**config.mk**
```make
export PLATFORM = sky130hd
export DESIGN_NAME = evsel_count
export DESIGN_NICKNAME = d
export VERILOG_FILES = /design/src/design/evsel_pkg.sv /design/src/design/evsel_if.sv /design/src/design/event_decode.sv /design/src/design/evsel_count.sv
export VERILOG_INCLUDE_DIRS = /design/src /design/src/design
export SDC_FILE = /design/constraint.sdc
export NUM_CORES = 1
export LEC_CHECK = 0
export BUFFER_PORTS_ARGS = -buffer_cell sky130_fd_sc_hd__buf_4
export CORE_MARGIN = 10
export CORE_UTILIZATION = 30
export CTS_CLUSTER_DIAMETER = 150
export DETAILED_ROUTE_END_ITERATION = 10
export SETUP_SLACK_MARGIN = 0.3
export SLEW_MARGIN = 25
export SYNTH_ARGS = -nofsm -noshare
export SYNTH_HDL_FRONTEND = slang
export SYNTH_SLANG_ARGS = --single-unit
```
**constraint.sdc**
```tcl
create_clock -name clock -period 6.05 [get_ports clock]
set_input_delay 1.21 -clock clock [delete_from_list [all_inputs] [get_ports clock]]
set_output_delay 1.21 -clock clock [all_outputs]
set_load 0.03 [all_outputs]
```
**src/design/evsel_cfg.svh**
```systemverilog
// offsets, field positions, reset values and event encodings of the event counter
`ifndef EVSEL_CFG_SVH
`define EVSEL_CFG_SVH

`define OFF_SELECT     12'h000
`define OFF_QUAL       12'h004
`define OFF_COUNT      12'h008
`define OFF_STATUS     12'h00C

`define SEL_EVNUM_LSB  0
`define SEL_UMASK_LSB  8
`define SEL_ENABLE_BIT 22

`define RST_EVNUM      8'h00
`define RST_UMASK      8'h00
`define RST_QUAL       4'h0
`define RST_COUNT      32'h0000_0000

`define EV_SNOOP       8'h0C
`define EV_HOME_REQ    8'h20
`define EV_TRK_FULL    8'h21
`define EV_TRK_BUSY    8'h22
`define EV_TRK_OCC     8'h23
`define EV_CONFLICT    8'h24
`define EV_CONF_CYC    8'h25
`define EV_BYPASS      8'h26
`define EV_ISOC_FULL   8'h28

`define UM_01          8'h01
`define UM_02          8'h02
`define UM_04          8'h04
`define UM_08          8'h08
`define UM_10          8'h10
`define UM_20          8'h20

`define QUAL_MOD       4'h1
`define QUAL_EXCL      4'h2
`define QUAL_SHR       4'h4
`define QUAL_FWD       4'h8

`define PEAK_TWO       2'h2
`define PEAK_THREE     2'h3

`endif

```
**src/design/evsel_pkg.sv**
```systemverilog
// types shared by the event counter and its decoder
package evsel_pkg;
    typedef struct packed {
        logic [7:0] evnum;
        logic [7:0] umask;
        logic [3:0] qual;
    } evsel_t;
    typedef struct packed {
        logic        snoop_to_shared;
        logic        snoop_to_invalid;
        logic [3:0]  snoop_prior;
        logic [5:0]  home_req;
        logic [2:0]  trk_full;
        logic [2:0]  trk_busy;
        logic [17:0] trk_read_occ;
        logic        conflict_dealloc;
        logic [1:0]  conflict_peak;
        logic [2:0]  trk_conflict;
        logic        mc_req;
        logic        mc_bypass;
        logic        mc_local;
        logic        mc_read;
        logic [2:0]  isoc_full_rd;
        logic [1:0]  isoc_full_wr;
    } uncore_events_t;
    typedef logic [7:0] step_t;
endpackage

```
**src/design/evsel_if.sv**
```systemverilog
// selection, event conditions and step between counter and decoder
`timescale 1ns/100ps
interface evsel_if
    import evsel_pkg::*;
();
    evsel_t         sel;
    uncore_events_t ev;
    step_t          inc;
    logic           defined;
    modport ctl (output sel, output ev, input inc, input defined);
    modport dec (input sel, input ev, output inc, output defined);
endinterface

```
**src/design/event_decode.sv**
```systemverilog
// event number and unit mask decode into a per-cycle counter step
`timescale 1ns/100ps
`include "evsel_cfg.svh"
module event_decode
    import evsel_pkg::*;
(
    // selection and conditions in, step out
    evsel_if.dec bus
);
    function automatic logic legal3(input logic [7:0] m);
        return m == `UM_01 || m == `UM_02 || m == `UM_04;
    endfunction

    function automatic logic pick3(input logic [7:0] m, input logic [2:0] v);
        return (m == `UM_01 && v[0]) || (m == `UM_02 && v[1]) || (m == `UM_04 && v[2]);
    endfunction

    wire logic [7:0] ev_num  = bus.sel.evnum;
    wire logic [7:0] um      = bus.sel.umask;
    wire logic       ev_snp  = ev_num == `EV_SNOOP;
    wire logic       ev_home = ev_num == `EV_HOME_REQ;
    wire logic       ev_full = ev_num == `EV_TRK_FULL;
    wire logic       ev_busy = ev_num == `EV_TRK_BUSY;
    wire logic       ev_occ  = ev_num == `EV_TRK_OCC;
    wire logic       ev_conf = ev_num == `EV_CONFLICT;
    wire logic       ev_ccyc = ev_num == `EV_CONF_CYC;
    wire logic       ev_byp  = ev_num == `EV_BYPASS;
    wire logic       ev_isoc = ev_num == `EV_ISOC_FULL;

    // prior-state qualifier: any selected state matches
    wire logic       qual_hit = |(bus.sel.qual & bus.ev.snoop_prior);
    wire logic [5:0] occ_pick = (um == `UM_01) ? bus.ev.trk_read_occ[5:0] :
                                (um == `UM_02) ? bus.ev.trk_read_occ[11:6] :
                                bus.ev.trk_read_occ[17:12];

    wire logic def_snp  = ev_snp && (um == `UM_02 || um == `UM_04 || um == `UM_08);
    wire logic def_home = ev_home && (legal3(um) || um == `UM_08 || um == `UM_10 || um == `UM_20);
    wire logic def_trk  = (ev_full || ev_busy || ev_occ || ev_ccyc) && legal3(um);
    wire logic def_conf = ev_conf && (um == `UM_02 || um == `UM_04);
    wire logic def_byp  = ev_byp && um == `UM_01;
    wire logic def_isoc = ev_isoc && (legal3(um) || um == `UM_08 || um == `UM_10);

    wire logic hit_snp  = (um == `UM_02 && bus.ev.snoop_to_invalid) ||
                          (um == `UM_04 && bus.ev.snoop_to_shared && qual_hit) ||
                          (um == `UM_08 && bus.ev.snoop_to_invalid && qual_hit);
    wire logic hit_home = |(um[5:0] & bus.ev.home_req);
    wire logic hit_trk  = ev_full ? pick3(um, bus.ev.trk_full) :
                          ev_busy ? pick3(um, bus.ev.trk_busy) :
                          pick3(um, bus.ev.trk_conflict);
    wire logic hit_conf = bus.ev.conflict_dealloc &&
                          ((um == `UM_02 && bus.ev.conflict_peak == `PEAK_TWO) ||
                           (um == `UM_04 && bus.ev.conflict_peak == `PEAK_THREE));
    wire logic hit_byp  = bus.ev.mc_req && bus.ev.mc_bypass &&
                          (bus.ev.mc_local || bus.ev.mc_read);
    wire logic hit_isoc = pick3(um, bus.ev.isoc_full_rd) ||
                          (um == `UM_08 && bus.ev.isoc_full_wr[0]) ||
                          (um == `UM_10 && bus.ev.isoc_full_wr[1]);

    wire logic any_def = def_snp || def_home || def_trk || def_conf || def_byp || def_isoc;
    wire logic hit     = (def_snp && hit_snp) || (def_home && hit_home) ||
                         (def_trk && hit_trk) || (def_conf && hit_conf) ||
                         (def_byp && hit_byp) || (def_isoc && hit_isoc);

    assign bus.defined = any_def;
    // occupancy adds the outstanding read count, all others add one per hit
    assign bus.inc     = !any_def ? 8'h00 :
                         ev_occ ? {2'h0, occ_pick} : {7'h00, hit};
endmodule // event_decode

```
**src/design/evsel_count.sv**
```systemverilog
// uncore event select and count block with its apb register file
//
// The APB interface to the registers and the register offsets were decided locally.
`timescale 1ns/100ps
`include "evsel_cfg.svh"
module evsel_count
    import evsel_pkg::*;
(
    // system
    input  wire logic        clock,
    input  wire logic        rst,
    // apb slave
    input  wire logic        psel,
    input  wire logic        penable,
    input  wire logic        pwrite,
    input  wire logic [11:0] paddr,
    input  wire logic [31:0] pwdata,
    output logic             pready,
    output logic [31:0]      prdata,
    output logic             pslverr,
    // snoop queue
    input  wire logic        snoop_to_shared,
    input  wire logic        snoop_to_invalid,
    input  wire logic [3:0]  snoop_prior,
    // home logic trackers
    input  wire logic [5:0]  home_req,
    input  wire logic [2:0]  trk_full,
    input  wire logic [2:0]  trk_busy,
    input  wire logic [17:0] trk_read_occ,
    input  wire logic        conflict_dealloc,
    input  wire logic [1:0]  conflict_peak,
    input  wire logic [2:0]  trk_conflict,
    // memory controller
    input  wire logic        mc_req,
    input  wire logic        mc_bypass,
    input  wire logic        mc_local,
    input  wire logic        mc_read,
    input  wire logic [2:0]  isoc_full_rd,
    input  wire logic [1:0]  isoc_full_wr,
    // counter view
    output logic [31:0]      count_value
);
    logic [7:0]  evnum_reg;
    logic [7:0]  umask_reg;
    logic        enable_reg;
    logic [3:0]  qual_reg;
    logic [31:0] count_reg;
    logic [31:0] count_next;
    logic [31:0] rdata_reg;

    evsel_if ifc ();

    event_decode u_decode (
        .bus (ifc.dec)
    );

    // selection towards the decoder
    assign ifc.sel.evnum = evnum_reg;
    assign ifc.sel.umask = umask_reg;
    assign ifc.sel.qual  = qual_reg;

    // uncore conditions towards the decoder
    assign ifc.ev.snoop_to_shared  = snoop_to_shared;
    assign ifc.ev.snoop_to_invalid = snoop_to_invalid;
    assign ifc.ev.snoop_prior      = snoop_prior;
    assign ifc.ev.home_req         = home_req;
    assign ifc.ev.trk_full         = trk_full;
    assign ifc.ev.trk_busy         = trk_busy;
    assign ifc.ev.trk_read_occ     = trk_read_occ;
    assign ifc.ev.conflict_dealloc = conflict_dealloc;
    assign ifc.ev.conflict_peak    = conflict_peak;
    assign ifc.ev.trk_conflict     = trk_conflict;
    assign ifc.ev.mc_req           = mc_req;
    assign ifc.ev.mc_bypass        = mc_bypass;
    assign ifc.ev.mc_local         = mc_local;
    assign ifc.ev.mc_read          = mc_read;
    assign ifc.ev.isoc_full_rd     = isoc_full_rd;
    assign ifc.ev.isoc_full_wr     = isoc_full_wr;

    // apb decode
    wire logic        setup      = psel && !penable;
    wire logic        access     = psel && penable;
    wire logic        hit_select = paddr == `OFF_SELECT;
    wire logic        hit_qual   = paddr == `OFF_QUAL;
    wire logic        hit_count  = paddr == `OFF_COUNT;
    wire logic        hit_status = paddr == `OFF_STATUS;
    wire logic        mapped     = hit_select || hit_qual || hit_count || hit_status;
    wire logic        wr_select  = access && pwrite && hit_select;
    wire logic        wr_qual    = access && pwrite && hit_qual;
    wire logic        wr_count   = access && pwrite && hit_count;

    // read words
    wire logic [31:0] select_word = {9'h000, enable_reg, 6'h00, umask_reg, evnum_reg};
    wire logic [31:0] qual_word   = {28'h0000000, qual_reg};
    wire logic [31:0] status_word = {30'h00000000, enable_reg, ifc.defined};
    wire logic [31:0] rd_word     = hit_select ? select_word :
                                    hit_qual   ? qual_word :
                                    hit_count  ? count_reg :
                                    hit_status ? status_word : 32'h0000_0000;

    // the counter only steps on an enabled, defined selection
    wire logic        counting   = enable_reg && ifc.defined;
    wire logic [31:0] step_word  = {24'h000000, ifc.inc};

    // a software write to the counter takes precedence over the step
    assign count_next = wr_count ? pwdata :
                        counting ? count_reg + step_word : count_reg;

    assign pready      = 1'b1;
    assign pslverr     = access && !mapped;
    assign prdata      = rdata_reg;
    assign count_value = count_reg;

    always_ff @(posedge clock) begin
        if (rst) begin
            evnum_reg  <= `RST_EVNUM;
            umask_reg  <= `RST_UMASK;
            enable_reg <= 1'b0;
        end else if (wr_select) begin
            evnum_reg  <= pwdata[`SEL_EVNUM_LSB +: 8];
            umask_reg  <= pwdata[`SEL_UMASK_LSB +: 8];
            enable_reg <= pwdata[`SEL_ENABLE_BIT];
        end
    end

    always_ff @(posedge clock) begin
        if (rst) begin
            qual_reg <= `RST_QUAL;
        end else if (wr_qual) begin
            qual_reg <= pwdata[3:0];
        end
    end

    always_ff @(posedge clock) begin
        if (rst) begin
            count_reg <= `RST_COUNT;
        end else begin
            count_reg <= count_next;
        end
    end

    // read data is captured in the setup cycle so it stands through the access phase
    always_ff @(posedge clock) begin
        if (rst) begin
            rdata_reg <= 32'h0000_0000;
        end else if (setup) begin
            rdata_reg <= pwrite ? 32'h0000_0000 : rd_word;
        end
    end

    function automatic logic sel_is(input logic [7:0] e, input logic [7:0] u);
        return evnum_reg == e && umask_reg == u && enable_reg && !wr_count;
    endfunction
endmodule // evsel_count

```
# [After elaboration in Yosys (flattened, before gate mapping)]
# Index checks and enable logic that the tools add are counted.
[classes] muxes=13 n_addsub=1 n_eq_ne=20 bitwise_logic=2 n_reduce_logical=87
[op_table] cell="$mux 32" count=6
[op_table] cell="$eq 8x6->1 const B" count=9
[op_table] cell="$logic_and 1x1->1" count=44
[op_table] cell="$logic_or 1x1->1" count=37
[op_table] cell="$add 32x8->32" count=1
[op_table] cell="$eq 12x4->1 const B" count=2
[op_table] cell="$mux 6" count=3
[op_table] cell="$eq 8x4->1 const B" count=2
[op_table] cell="$eq 12x3->1 const B" count=1
[op_table] cell="$logic_not 12->1" count=1
[op_table] cell="$eq 8x1->1 const B" count=1
[op_table] cell="$eq 8x2->1 const B" count=1
[op_table] cell="$eq 8x3->1 const B" count=1
[op_table] cell="$eq 8x5->1 const B" count=1
[op_table] cell="$mux 8" count=1
[op_table] cell="$and 6x6->6" count=1
[op_table] cell="$reduce_or 6->1" count=1
[op_table] cell="$and 4x4->4" count=1
[op_table] cell="$eq 2x2->1 const B" count=2
[op_table] cell="$reduce_or 4->1" count=1
[op_table] cell="$logic_not 1->1" count=2
[op_table] cell="$mux 1" count=2
[op_table] cell="$mux 2" count=1
[op_table] cell="$reduce_bool 2->1" count=1
[word_totals] out_inout_bits=66 input_bits=100 regBits=85 word_cells=129

# [Longest topological paths before layout]
# Gate-level depths: netlist of the first run.
[depth] word_depth=18 ltp_mapped=21 mapped_depth_nobuf=17

# [Hierarchy]
# Synthesis of the first run repeated with hierarchy kept, for this count alone.
[unflattened] hier_cells=607 area_unflattened_um2=4882.2
[modules_own_cells] mod="evsel_count" cells_per_inst=485 area_each_um2=4086.4 n_inst=1 seq_area_each_um2=1701.6
[modules_own_cells] mod="event_decode" cells_per_inst=122 area_each_um2=795.8 n_inst=1 seq_area_each_um2=0.0

# [Least setup slack after synthesis of the first run]
# Ideal clock, no wire load.
[synth_path] kind="register -> register" from="register umask_reg[2]" to="register count_reg[30] (netlist: count_value[30])" required_time_ps=5959 stages_incl_launch_ff=21 n_path_buf=4 setup_ps=91 slack_ps=1740 synth_period_minus_slack_ps=4310 t_arrival_ps=4219 cell_sequence="dfxtp_1 clkbuf_1 clkbuf_1 or2_2 nor4_1 clkbuf_1 mux2i_1 nor4_1 a211o_1 o31a_1 ha_1 inv_1 fa_1 nor2b_1 o31a_1 o21a_1 o21a_1 o211ai_4 buf_6 or4_1 a311oi_1"
[synth_between] elab_chain_cells=18 elab_cells_between_ends=83 cone_classes="add/sub: 1; eq/ne: 6; mux: 8; bitwise: 1; reduce/logical: 67"
[synth_rtl] item="from (decl)" line_no="evsel_count.sv:44" rtl="logic [7:0] umask_reg;"
[synth_rtl] item="from (signal assigned)" line_no="evsel_count.sv:117" rtl="umask_reg <= `RST_UMASK;"
[synth_rtl] item="from (signal assigned)" line_no="evsel_count.sv:121" rtl="umask_reg <= pwdata[`SEL_UMASK_LSB +: 8];"
[synth_rtl] item="$eq 8x1->1 (no source line) or $eq 8x2->1 (tied branches)"
[synth_rtl] item="$logic_or 1x1->1 (no source line) (5 in series)"
[synth_rtl] item="$logic_and 1x1->1" line_no="event_decode.sv:37" rtl="wire logic def_home = ev_home && (legal3(um) || um == `UM_08 || um == `UM_10 || um == `UM_20);"
[synth_rtl] item="$logic_and 1x1->1" line_no="event_decode.sv:60" rtl="wire logic hit = (def_snp && hit_snp) || (def_home && hit_home) ||"
[synth_rtl] item="$logic_or 1x1->1 (2 in series)" line_no="event_decode.sv:60"
[synth_rtl] item="$logic_or 1x1->1 (2 in series)" line_no="event_decode.sv:61" rtl="(def_trk && hit_trk) || (def_conf && hit_conf) ||"
[synth_rtl] item="$logic_or 1x1->1" line_no="event_decode.sv:62" rtl="(def_byp && hit_byp) || (def_isoc && hit_isoc);"
[synth_rtl] item="$mux 6" line_no="event_decode.sv:67" rtl="ev_occ ? {2'h0, occ_pick} : {7'h00, hit};"
[synth_rtl] item="$mux 8" line_no="event_decode.sv:66" rtl="assign bus.inc = !any_def ? 8'h00 :"
[synth_rtl] item="$add 32x8->32" line_no="evsel_count.sv:107" rtl="counting ? count_reg + step_word : count_reg;"
[synth_rtl] item="$mux 32" line_no="evsel_count.sv:107"
[synth_rtl] item="$mux 32" line_no="evsel_count.sv:106" rtl="assign count_next = wr_count ? pwdata :"
[synth_rtl] item="to (signal assigned)" line_no="evsel_count.sv:136" rtl="count_reg <= `RST_COUNT;"
[synth_rtl] item="to (signal assigned)" line_no="evsel_count.sv:138" rtl="count_reg <= count_next;"
[synth_rtl] item="to (decl)" line_no="evsel_count.sv:47" rtl="logic [31:0] count_reg;"
# Parallel ways exist; a longest one is shown, timed or not. The select of a mux whose other input is x is not followed.
# A chain may end at the register's enable or synchronous reset.

# [Final worst setup path of the first run]
[layout_path] from="register umask_reg[2]" to="register count_reg[31] (netlist: count_value[31])"
# Same word-level chain as after synthesis.

==> run summary, run 1 <==
The flow ran to the end, and the final reports show no timing, DRC or antenna violations. Via count of the first global-routing pass: 4,855. The run gives 0.875 as the final RePlAce weighted congestion.

The routed design could run at a clock period as short as 4.84 ns. For the buffer levels on the longest clock path, the log shows 2. The capturing element type of the critical path was a register. Fill cells in the final layout number 1,644. At the worst endpoint, the required time is 6.30 ns. The transition time of the tightest slew-check pin is 0.932 ns, and the final wirelength is 17,900 um. The area fraction of the dominant cell type after synthesis was 0.351; the number of synthesized register bits was 85. The clock-pin slew reported for the worst setup and hold paths after clock tree synthesis works out to 0.07 ns. Summed over all failing endpoints, the final setup total negative slack is 0 ns. The tools report the part of the total power dissipated in combinational logic as 0.063.

The sequential cell area fraction in the yosys report is 0.351, and the total of cells resized after clock tree synthesis is 0. The tools report the final setup skew as 0.00836 ns. For the total routing usage reported by global routing, the log shows 0.160.

Detailed-route DRC error count: 0. The chip width works out to 147 um. The post-detailed-route via-to-cell ratio works out to 5.39.

Leaving out fill and tap cells, the most frequent cell in the layout is sky130_fd_sc_hd__buf_4. The logs give 0 for the count of inserted antenna diode cells and 0.499 for the part of the power in the clock network. Setup violations remaining at the end of the flow were counted as 0.

For the count of synthesis-stage warnings from yosys, the log shows 0. Number of enable flip-flop cells after synthesis: 0. The tools report the met3 track utilization from global routing as 0.0455.

A synthesized cell averages 8.41 um2. The final cycle utilization of the critical path works out to 0.800. The total power draw came out at 1280 uW. The final max-slew violation count is 0. The first global-routing pass estimated 28,100 um of wire. For the sum of net half-perimeters after detailed placement, the log shows 13,600 um. The count of nets left with antenna violations once routing finished came out at 0.

Prior to clock tree synthesis, the placed netlist has a worst setup slack of 1.19 ns. Global routing usage on met1: 0.204. Based on the critical path, the design can be clocked at up to 0.207 GHz. The floorplan die height is 147 um. IR analysis of the VDD net gives a maximum drop of 0.000126 V. For the sequential fraction of design power, the log shows 0.438.

The setup check on the worst reg-to-reg path leaves a slack of 1.21 ns. The internal power was 1010 uW; the met2 track demand over resource was 0.262. 166 I/O pins were placed. The worst setup path is launched from a register. The tree is rooted in a sky130_fd_sc_hd__clkbuf_16. In the synthesized netlist the dominant register cell turns out to be sky130_fd_sc_hd__dfxtp_1.

The insertion delay to the later sink of the worst-skew pair came out at 0.35 ns. The largest single stage delay on the critical path is 0.70 ns. The total count of hold-check failures in the final report came out at 0.

The logs give 87 for the maximum number of pins on one net before global-route repair and 1.21 ns for the minimum setup slack in the final design. The number of buffers added for setup after CTS is 0. Ranked by total cell area, the synthesized netlist is headed by sky130_fd_sc_hd__dfxtp_1, sky130_fd_sc_hd__mux2i_1, sky130_fd_sc_hd__nor2_1. After detailed routing, the average wire length per cell comes to 19.2 um.

The first routing iteration left 335 violations. The tool flagged a number of max-cap violations equal to 0. The share of synthesized registers carrying an async set or reset is 0. Setup repair after global routing left no endpoint under its margin. After global routing, the most crowded layer is met2.

Relative max-transition margin: 0.377. TritonCTS built the clock tree. For the number of clock sinks seen by CTS, the log shows 85. For this design the total switching power over the nets is 269 uW. The post-synthesis net count came out at 684. The H-tree was split into 3 levels. Critical setup path kind: reg -> reg.

The total area inside the core boundary comes to 15,900 um2. In the final design database the tool counted 817 nets. Along the worst path, the maximum fanout reaches 25.

In this run the power density over the cells is 195 nW/um2. The standard cell with the maximum stage delay on the critical path was sky130_fd_sc_hd__nor3b_1. The fraction of power spent switching nets came out at 0.210. The critical path goes through xor2_1, a221oi_1, o22a_1, nand4b_1, nor3b_1, a2111o_1, inv_1, ha_1, a21o_1, a21oi_1, o21ai_0, o2111a_1, o211ai_2, or4_1, a311oi_1. Most area-hungry cell type in the Yosys netlist: sky130_fd_sc_hd__dfxtp_1.

The class of the worst hold path was reg -> reg. The initial antenna violation count is 0, and the critical path data arrival time is 5.09 ns. The quantity of hold-fixing buffers added after cts is 0, and the fraction of final layout cells with drive strength greater than 1 is 0.287. For this run, the detailed router's first-pass iteration total came to 8. For the die area, the log shows 21,700 um2.

During placement, the flow inserted port buffers numbering 164. The initial core utilization is 0.305. The leakage power is 0.00251 uW, and the post-synthesis to final-layout area growth is 35.1%. The final route contains 5,018 vias. Row generation in the floorplan step produced 46 rows. The run gives 4850 um2 as the netlist area before placement. The top cell types in the final layout, fill and taps aside, are sky130_fd_sc_hd__buf_4, sky130_fd_sc_hd__nor2_1, sky130_fd_sc_hd__dfxtp_1. The number of distinct standard cells referenced by the synthesized netlist was 73; the TritonCTS buffer count was 9. Synthesized instance count: 577.

For the total overflow reported by the global router, the log shows 0.
==> power by group through the flow <==
stage / registers (uW) / clock network, uW / logic, uW
after floorplan: 572 / 0 / 20.5
after detailed placement: 572 / 0 / 80.7
after global placement: 572 / 0 / 80.5
final: 559 / 637 / 80.3
after CTS: 559 / 654 / 80.9
after global routing: 559 / 677 / 86.0
==> per-stage QoR <==
stage,util,hold slack (ns),cell area (um2),cells
6_report,0.413,0.467,6550,931
4_1_cts,0.413,0.465,6550,931
5_1_grt,0.413,0.501,6550,931
3_3_place_gp,0.391,0.454,6210,915
2_1_floorplan,-,0.476,4850,577
3_5_place_dp,0.391,0.454,6210,915
==> synthesized netlist by cell type, types with 7 or more instances <==
cell	count
sky130_fd_sc_hd__a211oi_1	8
sky130_fd_sc_hd__a21oi_1	10
sky130_fd_sc_hd__a222oi_1	12
sky130_fd_sc_hd__a22oi_1	21
sky130_fd_sc_hd__a311oi_1	22
sky130_fd_sc_hd__clkbuf_1	39
sky130_fd_sc_hd__dfxtp_1	85
sky130_fd_sc_hd__inv_1	15
sky130_fd_sc_hd__mux2i_1	38
sky130_fd_sc_hd__nand2_1	17
sky130_fd_sc_hd__nand3_1	16
sky130_fd_sc_hd__nand4_1	7
sky130_fd_sc_hd__nor2_1	101
sky130_fd_sc_hd__nor3_1	11
sky130_fd_sc_hd__o21ai_0	24
sky130_fd_sc_hd__o31ai_1	7
sky130_fd_sc_hd__or3_1	22
==> cell type report <==
cell class,instances,area [um2],area share
Multi-Input combinational cell,430,2920,0.445
Sequential cell,85,1700,0.260
Timing Repair Buffer,169,1270,0.194
Tap cell,216,270,0.0412
Clock buffer,10,229,0.0349
Clock inverter,6,111,0.0170
Inverter,15,56.3,0.00859
==> per-layer routing <==
metal  wire, um  vias to the layer above  part of all wire
met5          0                        -                 0
met4        104                        0            0.0058
met3       1110                       10             0.062
met2       8510                      160              0.48
met1       8150                     2390              0.46
li1           -                     2458                 -
==> logic make-up after synthesis <==
kind of cell	synth area share
AOI/OAI and AO/OA	0.240
xor gates and xnor gates	0.0162
adders and majority gates	0.0196
buffers and inverters	0.0518
DFF	0.351
muxes	0.0831
other	0.000773
and+or+nand+nor	0.238
==> final timing paths <==
kind	start	endpoint	cells after the start
setup reg to reg	umask_reg[2]$_SDFFE_PP0P_	count_value[31]$_SDFFE_PP0P_	15
hold / removal	prdata[0]$_SDFFE_PP0P_	prdata[0]$_SDFFE_PP0P_	2
hold reg to reg	prdata[0]$_SDFFE_PP0P_	prdata[0]$_SDFFE_PP0P_	2
setup / recovery	umask_reg[2]$_SDFFE_PP0P_	count_value[31]$_SDFFE_PP0P_	15
==> worst max-delay path: cells and delay by family (launching register included) <==
kind	cells	cell delay (ns)
AOI/OAI and AO/OA	9	2.15
xor gates and xnor gates	1	0.15
DFF	1	0.67
adders and majority gates	1	0.26
buffers and inverters	1	0.06
and+or+nand+nor	3	1.44
Power figures use the tool's default switching activity.
==> run 2: changes to the inputs <==
--- a/config.mk
+++ b/config.mk
@@ -6,6 +6,7 @@
 export SDC_FILE = /design/constraint.sdc
 export NUM_CORES = 1
 export LEC_CHECK = 0
+export ABC_AREA = 1
 export BUFFER_PORTS_ARGS = -buffer_cell sky130_fd_sc_hd__buf_4
 export CORE_MARGIN = 10
 export CORE_UTILIZATION = 30
==> constraint.sdc (replaced) <==
create_clock -name clock -period 4.25 [get_ports clock]
set_input_delay 0.85 -clock clock [delete_from_list [all_inputs] [get_ports clock]]
set_output_delay 0.85 -clock clock [all_outputs]
set_load 0.03 [all_outputs]
==> run summary, run 2 <==
Data required time at the worst endpoint: 4.54 ns. Most common cell after layout, fill and taps aside: sky130_fd_sc_hd__nand2_1. The via count of the first global-routing pass was 6,278; the register-to-register setup slack was 0.60 ns. After clock tree synthesis, the flow added hold-fix buffers numbering 0. The tools report the final setup skew as 0.0101 ns. The fraction of final layout cells with drive strength greater than 1 was 0.249.

The number of synthesized register bits is 85, and the placeable core region is 19,300 um2. The layout has 2,149 filler cells. The floorplan row count was 51; the sum of net half-perimeters after detailed placement was 18,000 um. The pre-antenna-repair detailed-routing pass consisted of 5 iterations.

The final max-slew violation count is 0, and the setup TNS is 0 ns. The reg-to-reg startpoint was umask_reg[3]$_SDFFE_PP0P_. Launch point of the worst hold path: prdata[20]$_SDFFE_PP0P_. The final cycle utilization of the critical path is 0.858. The post-synthesis to final-layout area growth was 29.6%. The clock passes through at most 2 buffers.

Number of distinct standard cells referenced by the synthesized netlist: 53. STA classifies the critical path endpoint as a register. The maximum net fanout on the critical path was 12.

Counting instances in the post-synthesis netlist gives the leading cell types as sky130_fd_sc_hd__nand2_1, sky130_fd_sc_hd__nand3_1, sky130_fd_sc_hd__inv_1, sky130_fd_sc_hd__dfxtp_1, sky130_fd_sc_hd__nor2_1. The tools report the met3 track utilization from global routing as 0.0280. Setup repair after global routing left no endpoint under its margin. The tools report the maximum vdd ir drop as 0.000171 V. Counting the buffers created by CTS gives 9. The tools report the kind of start point of the critical path as a register.

The insertion delay to the later sink of the worst-skew pair was 0.35 ns. After global routing, the most crowded layer is met2. The tools report the initial core utilization as 0.303. The relative max-transition margin was 0.556; the number of clock sinks seen by CTS was 85. Total count of hold-check failures in the final report: 0.

The area fraction of the dominant cell type after synthesis is 0.291. The min-delay analysis places its worst path in the category reg -> reg. Final hold analysis gives a worst-case slack of 0.465 ns. The number of max-cap violations was 0.

For the pin with the worst max-slew slack, the measured transition is 0.665 ns. Global routing finished with a remaining overflow of 0. The global routing usage on met1 was 0.234.

The cell count after placement came out at 1,296. The final layout contains 1,152 nets. The number of cells on the worst reg-to-reg path is 23, and the share of synthesized registers carrying an async set or reset is 0. The depth of the worst hold-timing path is 2. The run finished with clean final reports. For this block, the initial DRC count from the detailed router was 678. The tools report the total routing usage reported by global routing as 0.175. The leakage power is 0.00343 uW.

The critical path data arrival time is 3.93 ns. The post-detailed-route via-to-cell ratio was 5.00; the final RePlAce weighted congestion was 0.899. The power per cell area is 223 nW/um2.

Among all flip-flop cells after synthesis, the most frequent one is sky130_fd_sc_hd__dfxtp_1. In this run the count of I/O pins placed on the die edge is 166. For the post-synthesis net count, the log shows 1,008. The clock root buffer is sky130_fd_sc_hd__clkbuf_16. Yosys instantiated no cell more often than sky130_fd_sc_hd__nand2_1. sky130_fd_sc_hd__dfxtp_1 takes more of the synthesized area than any other cell.

0 antenna diodes ended up in the layout. After detailed routing, the total wire length is 23,300 um. The tools report the detailed-route DRC error count as 0. For the met2 track demand over resource, the log shows 0.285.

By area the synthesized netlist is led by sky130_fd_sc_hd__dfxtp_1, sky130_fd_sc_hd__nand2_1, sky130_fd_sc_hd__nand3_1. Subtracting the final worst setup slack from the clock period gives 3.65 ns. In the layout the commonest cells are sky130_fd_sc_hd__nand2_1, sky130_fd_sc_hd__buf_4, sky130_fd_sc_hd__nand3_1.

The maximum number of pins on one net before global-route repair is 47, and the clock-pin slew reported for the worst setup and hold paths after clock tree synthesis is 0.07 ns. Worst reg2reg path endpoint: count_value[28]$_SDFFE_PP0P_. Synthesis handed over a netlist of 901 instances. The first global-routing pass estimated 35,800 um of wire. Total of buffers placed on input and output ports: 164.

The initial antenna violation count is 0. The worst setup path is of the reg -> reg kind. Sequential cell area fraction in the yosys report: 0.291. The die is 160 um tall. The chip width is 160 um, and the die area is 25,500 um2.

For the count of synthesis-stage warnings from yosys, the log shows 0. The run gives 0 as the final number of setup-violating endpoints. TritonCTS built the clock tree.

The detailed router placed 6,570 vias in this run. For hold timing, the worst endpoint is prdata[20]$_SDFFE_PP0P_. The synthesized netlist occupies a cell area of 5850 um2. The average size of a mapped cell is 6.49 um2, and the residual antenna-violating net count after detailed routing is 0. The number of enable flip-flop cells after synthesis was 0. The tools report the number of H-tree levels as 3. In the final routed layout, each cell accounts on average for 17.7 um. Static timing analysis puts the maximum clock frequency at 0.274 GHz. The tools report the number of cells in the finished layout apart from fillers as 1,315.
-- run 2: kinds of logic (layout without fill, tap and decap cells) --
logic type               Yosys count  in the layout  synth area share
other                              1              1          0.000641
adder cells (fa/ha/maj)            7              7            0.0162
multiplexers                       4              4           0.00684
flip-flops                        85             85             0.291
buffers and inverters            141            289             0.102
AO/OA/AOI/OAI                    126            126             0.129
XOR/XNOR                          16             16            0.0239
AND/OR/NAND/NOR                  521            522             0.431
-- run 2: metal layers --
metal | up-vias | wire length [um]
met5 | - | 0
met4 | 0 | 408
met3 | 29 | 1570
met2 | 263 | 11000
met1 | 2977 | 10300
li1 | 3301 | -
-- run 2: per-stage QoR --
step / area [um2] / util / setup WS [ns] / total power [uW]
floorplan: 5850 / - / 0.950 / 849
global placement: 7250 / 0.375 / 0.357 / 938
detailed placement: 7250 / 0.375 / 0.297 / 939
CTS: 7560 / 0.391 / 0.336 / 1700
global route: 7580 / 0.392 / 0.302 / 1740
finish: 7580 / 0.392 / 0.603 / 1690
-- run 2: timing repair --
action / CTS / global route
setup buffers: 2 / 0
resized for setup: 0 / 7
pin swaps: 1 / 1
cloned: 1 / 0
endpoints found under the setup margin: 1 / 7
-- run 2: area by class of cell --
class                      count  area, um2  share of cell area
sequential                    85       1700               0.224
timing repair buffer         174       1310               0.172
tap                          265        332              0.0437
multi-input combinational    676       3590               0.473
clock inverter                 6       43.8             0.00577
inverter                      99        374              0.0493
clock buffer                  10        239              0.0315
-- run 2: report_power, final --
group,switching [uW],leakage [uW],total [uW],internal (uW)
clock network,353,0.000140,770,417
logic,58.2,0.00260,124,66.2
registers,0.0299,0.000684,796,796
total,411,0.00343,1690,1280
-- run 2: how the worst max path moves through the flow --
| stage | startpoint | endpoint | slack [ns] | cells after the start |
|---|---|---|---|---|
| global route | umask_reg[3]$_SDFFE_PP0P_ | count_value[28]$_SDFFE_PP0P_ | 0.30 | 24 |
| global placement | umask_reg[5]$_SDFFE_PP0P_ | count_value[28]$_SDFFE_PP0P_ | 0.36 | 24 |
| finish | umask_reg[3]$_SDFFE_PP0P_ | count_value[28]$_SDFFE_PP0P_ | 0.60 | 23 |
| detailed placement | umask_reg[5]$_SDFFE_PP0P_ | count_value[28]$_SDFFE_PP0P_ | 0.30 | 24 |
| floorplan | umask_reg[6]$_SDFFE_PP0P_ | count_value[28]$_SDFFE_PP0P_ | 0.95 | 24 |
| CTS | umask_reg[5]$_SDFFE_PP0P_ | count_value[28]$_SDFFE_PP0P_ | 0.34 | 24 |
-- run 2: worst max-delay path: stages, from the launching register on --
cell and delay (ns):
sky130_fd_sc_hd__dfxtp_1 0.38, sky130_fd_sc_hd__inv_2 0.12, sky130_fd_sc_hd__nand2_4 0.07, sky130_fd_sc_hd__nor2_4 0.20, sky130_fd_sc_hd__nand2_4 0.16, sky130_fd_sc_hd__nand3_2 0.13
sky130_fd_sc_hd__nor2_2 0.06, sky130_fd_sc_hd__or2_4 0.27, sky130_fd_sc_hd__a31oi_1 0.15, sky130_fd_sc_hd__nor3_1 0.08, sky130_fd_sc_hd__nor2_1 0.10, sky130_fd_sc_hd__ha_1 0.18
sky130_fd_sc_hd__inv_1 0.06, sky130_fd_sc_hd__fa_2 0.38, sky130_fd_sc_hd__o21ai_2 0.22, sky130_fd_sc_hd__nand2_1 0.09, sky130_fd_sc_hd__nand2_2 0.11, sky130_fd_sc_hd__nand2_2 0.10
sky130_fd_sc_hd__nor2_1 0.16, sky130_fd_sc_hd__nand2_1 0.09, sky130_fd_sc_hd__or2_0 0.20, sky130_fd_sc_hd__nand3_1 0.07, sky130_fd_sc_hd__nand3_1 0.09, sky130_fd_sc_hd__a21oi_2 0.12
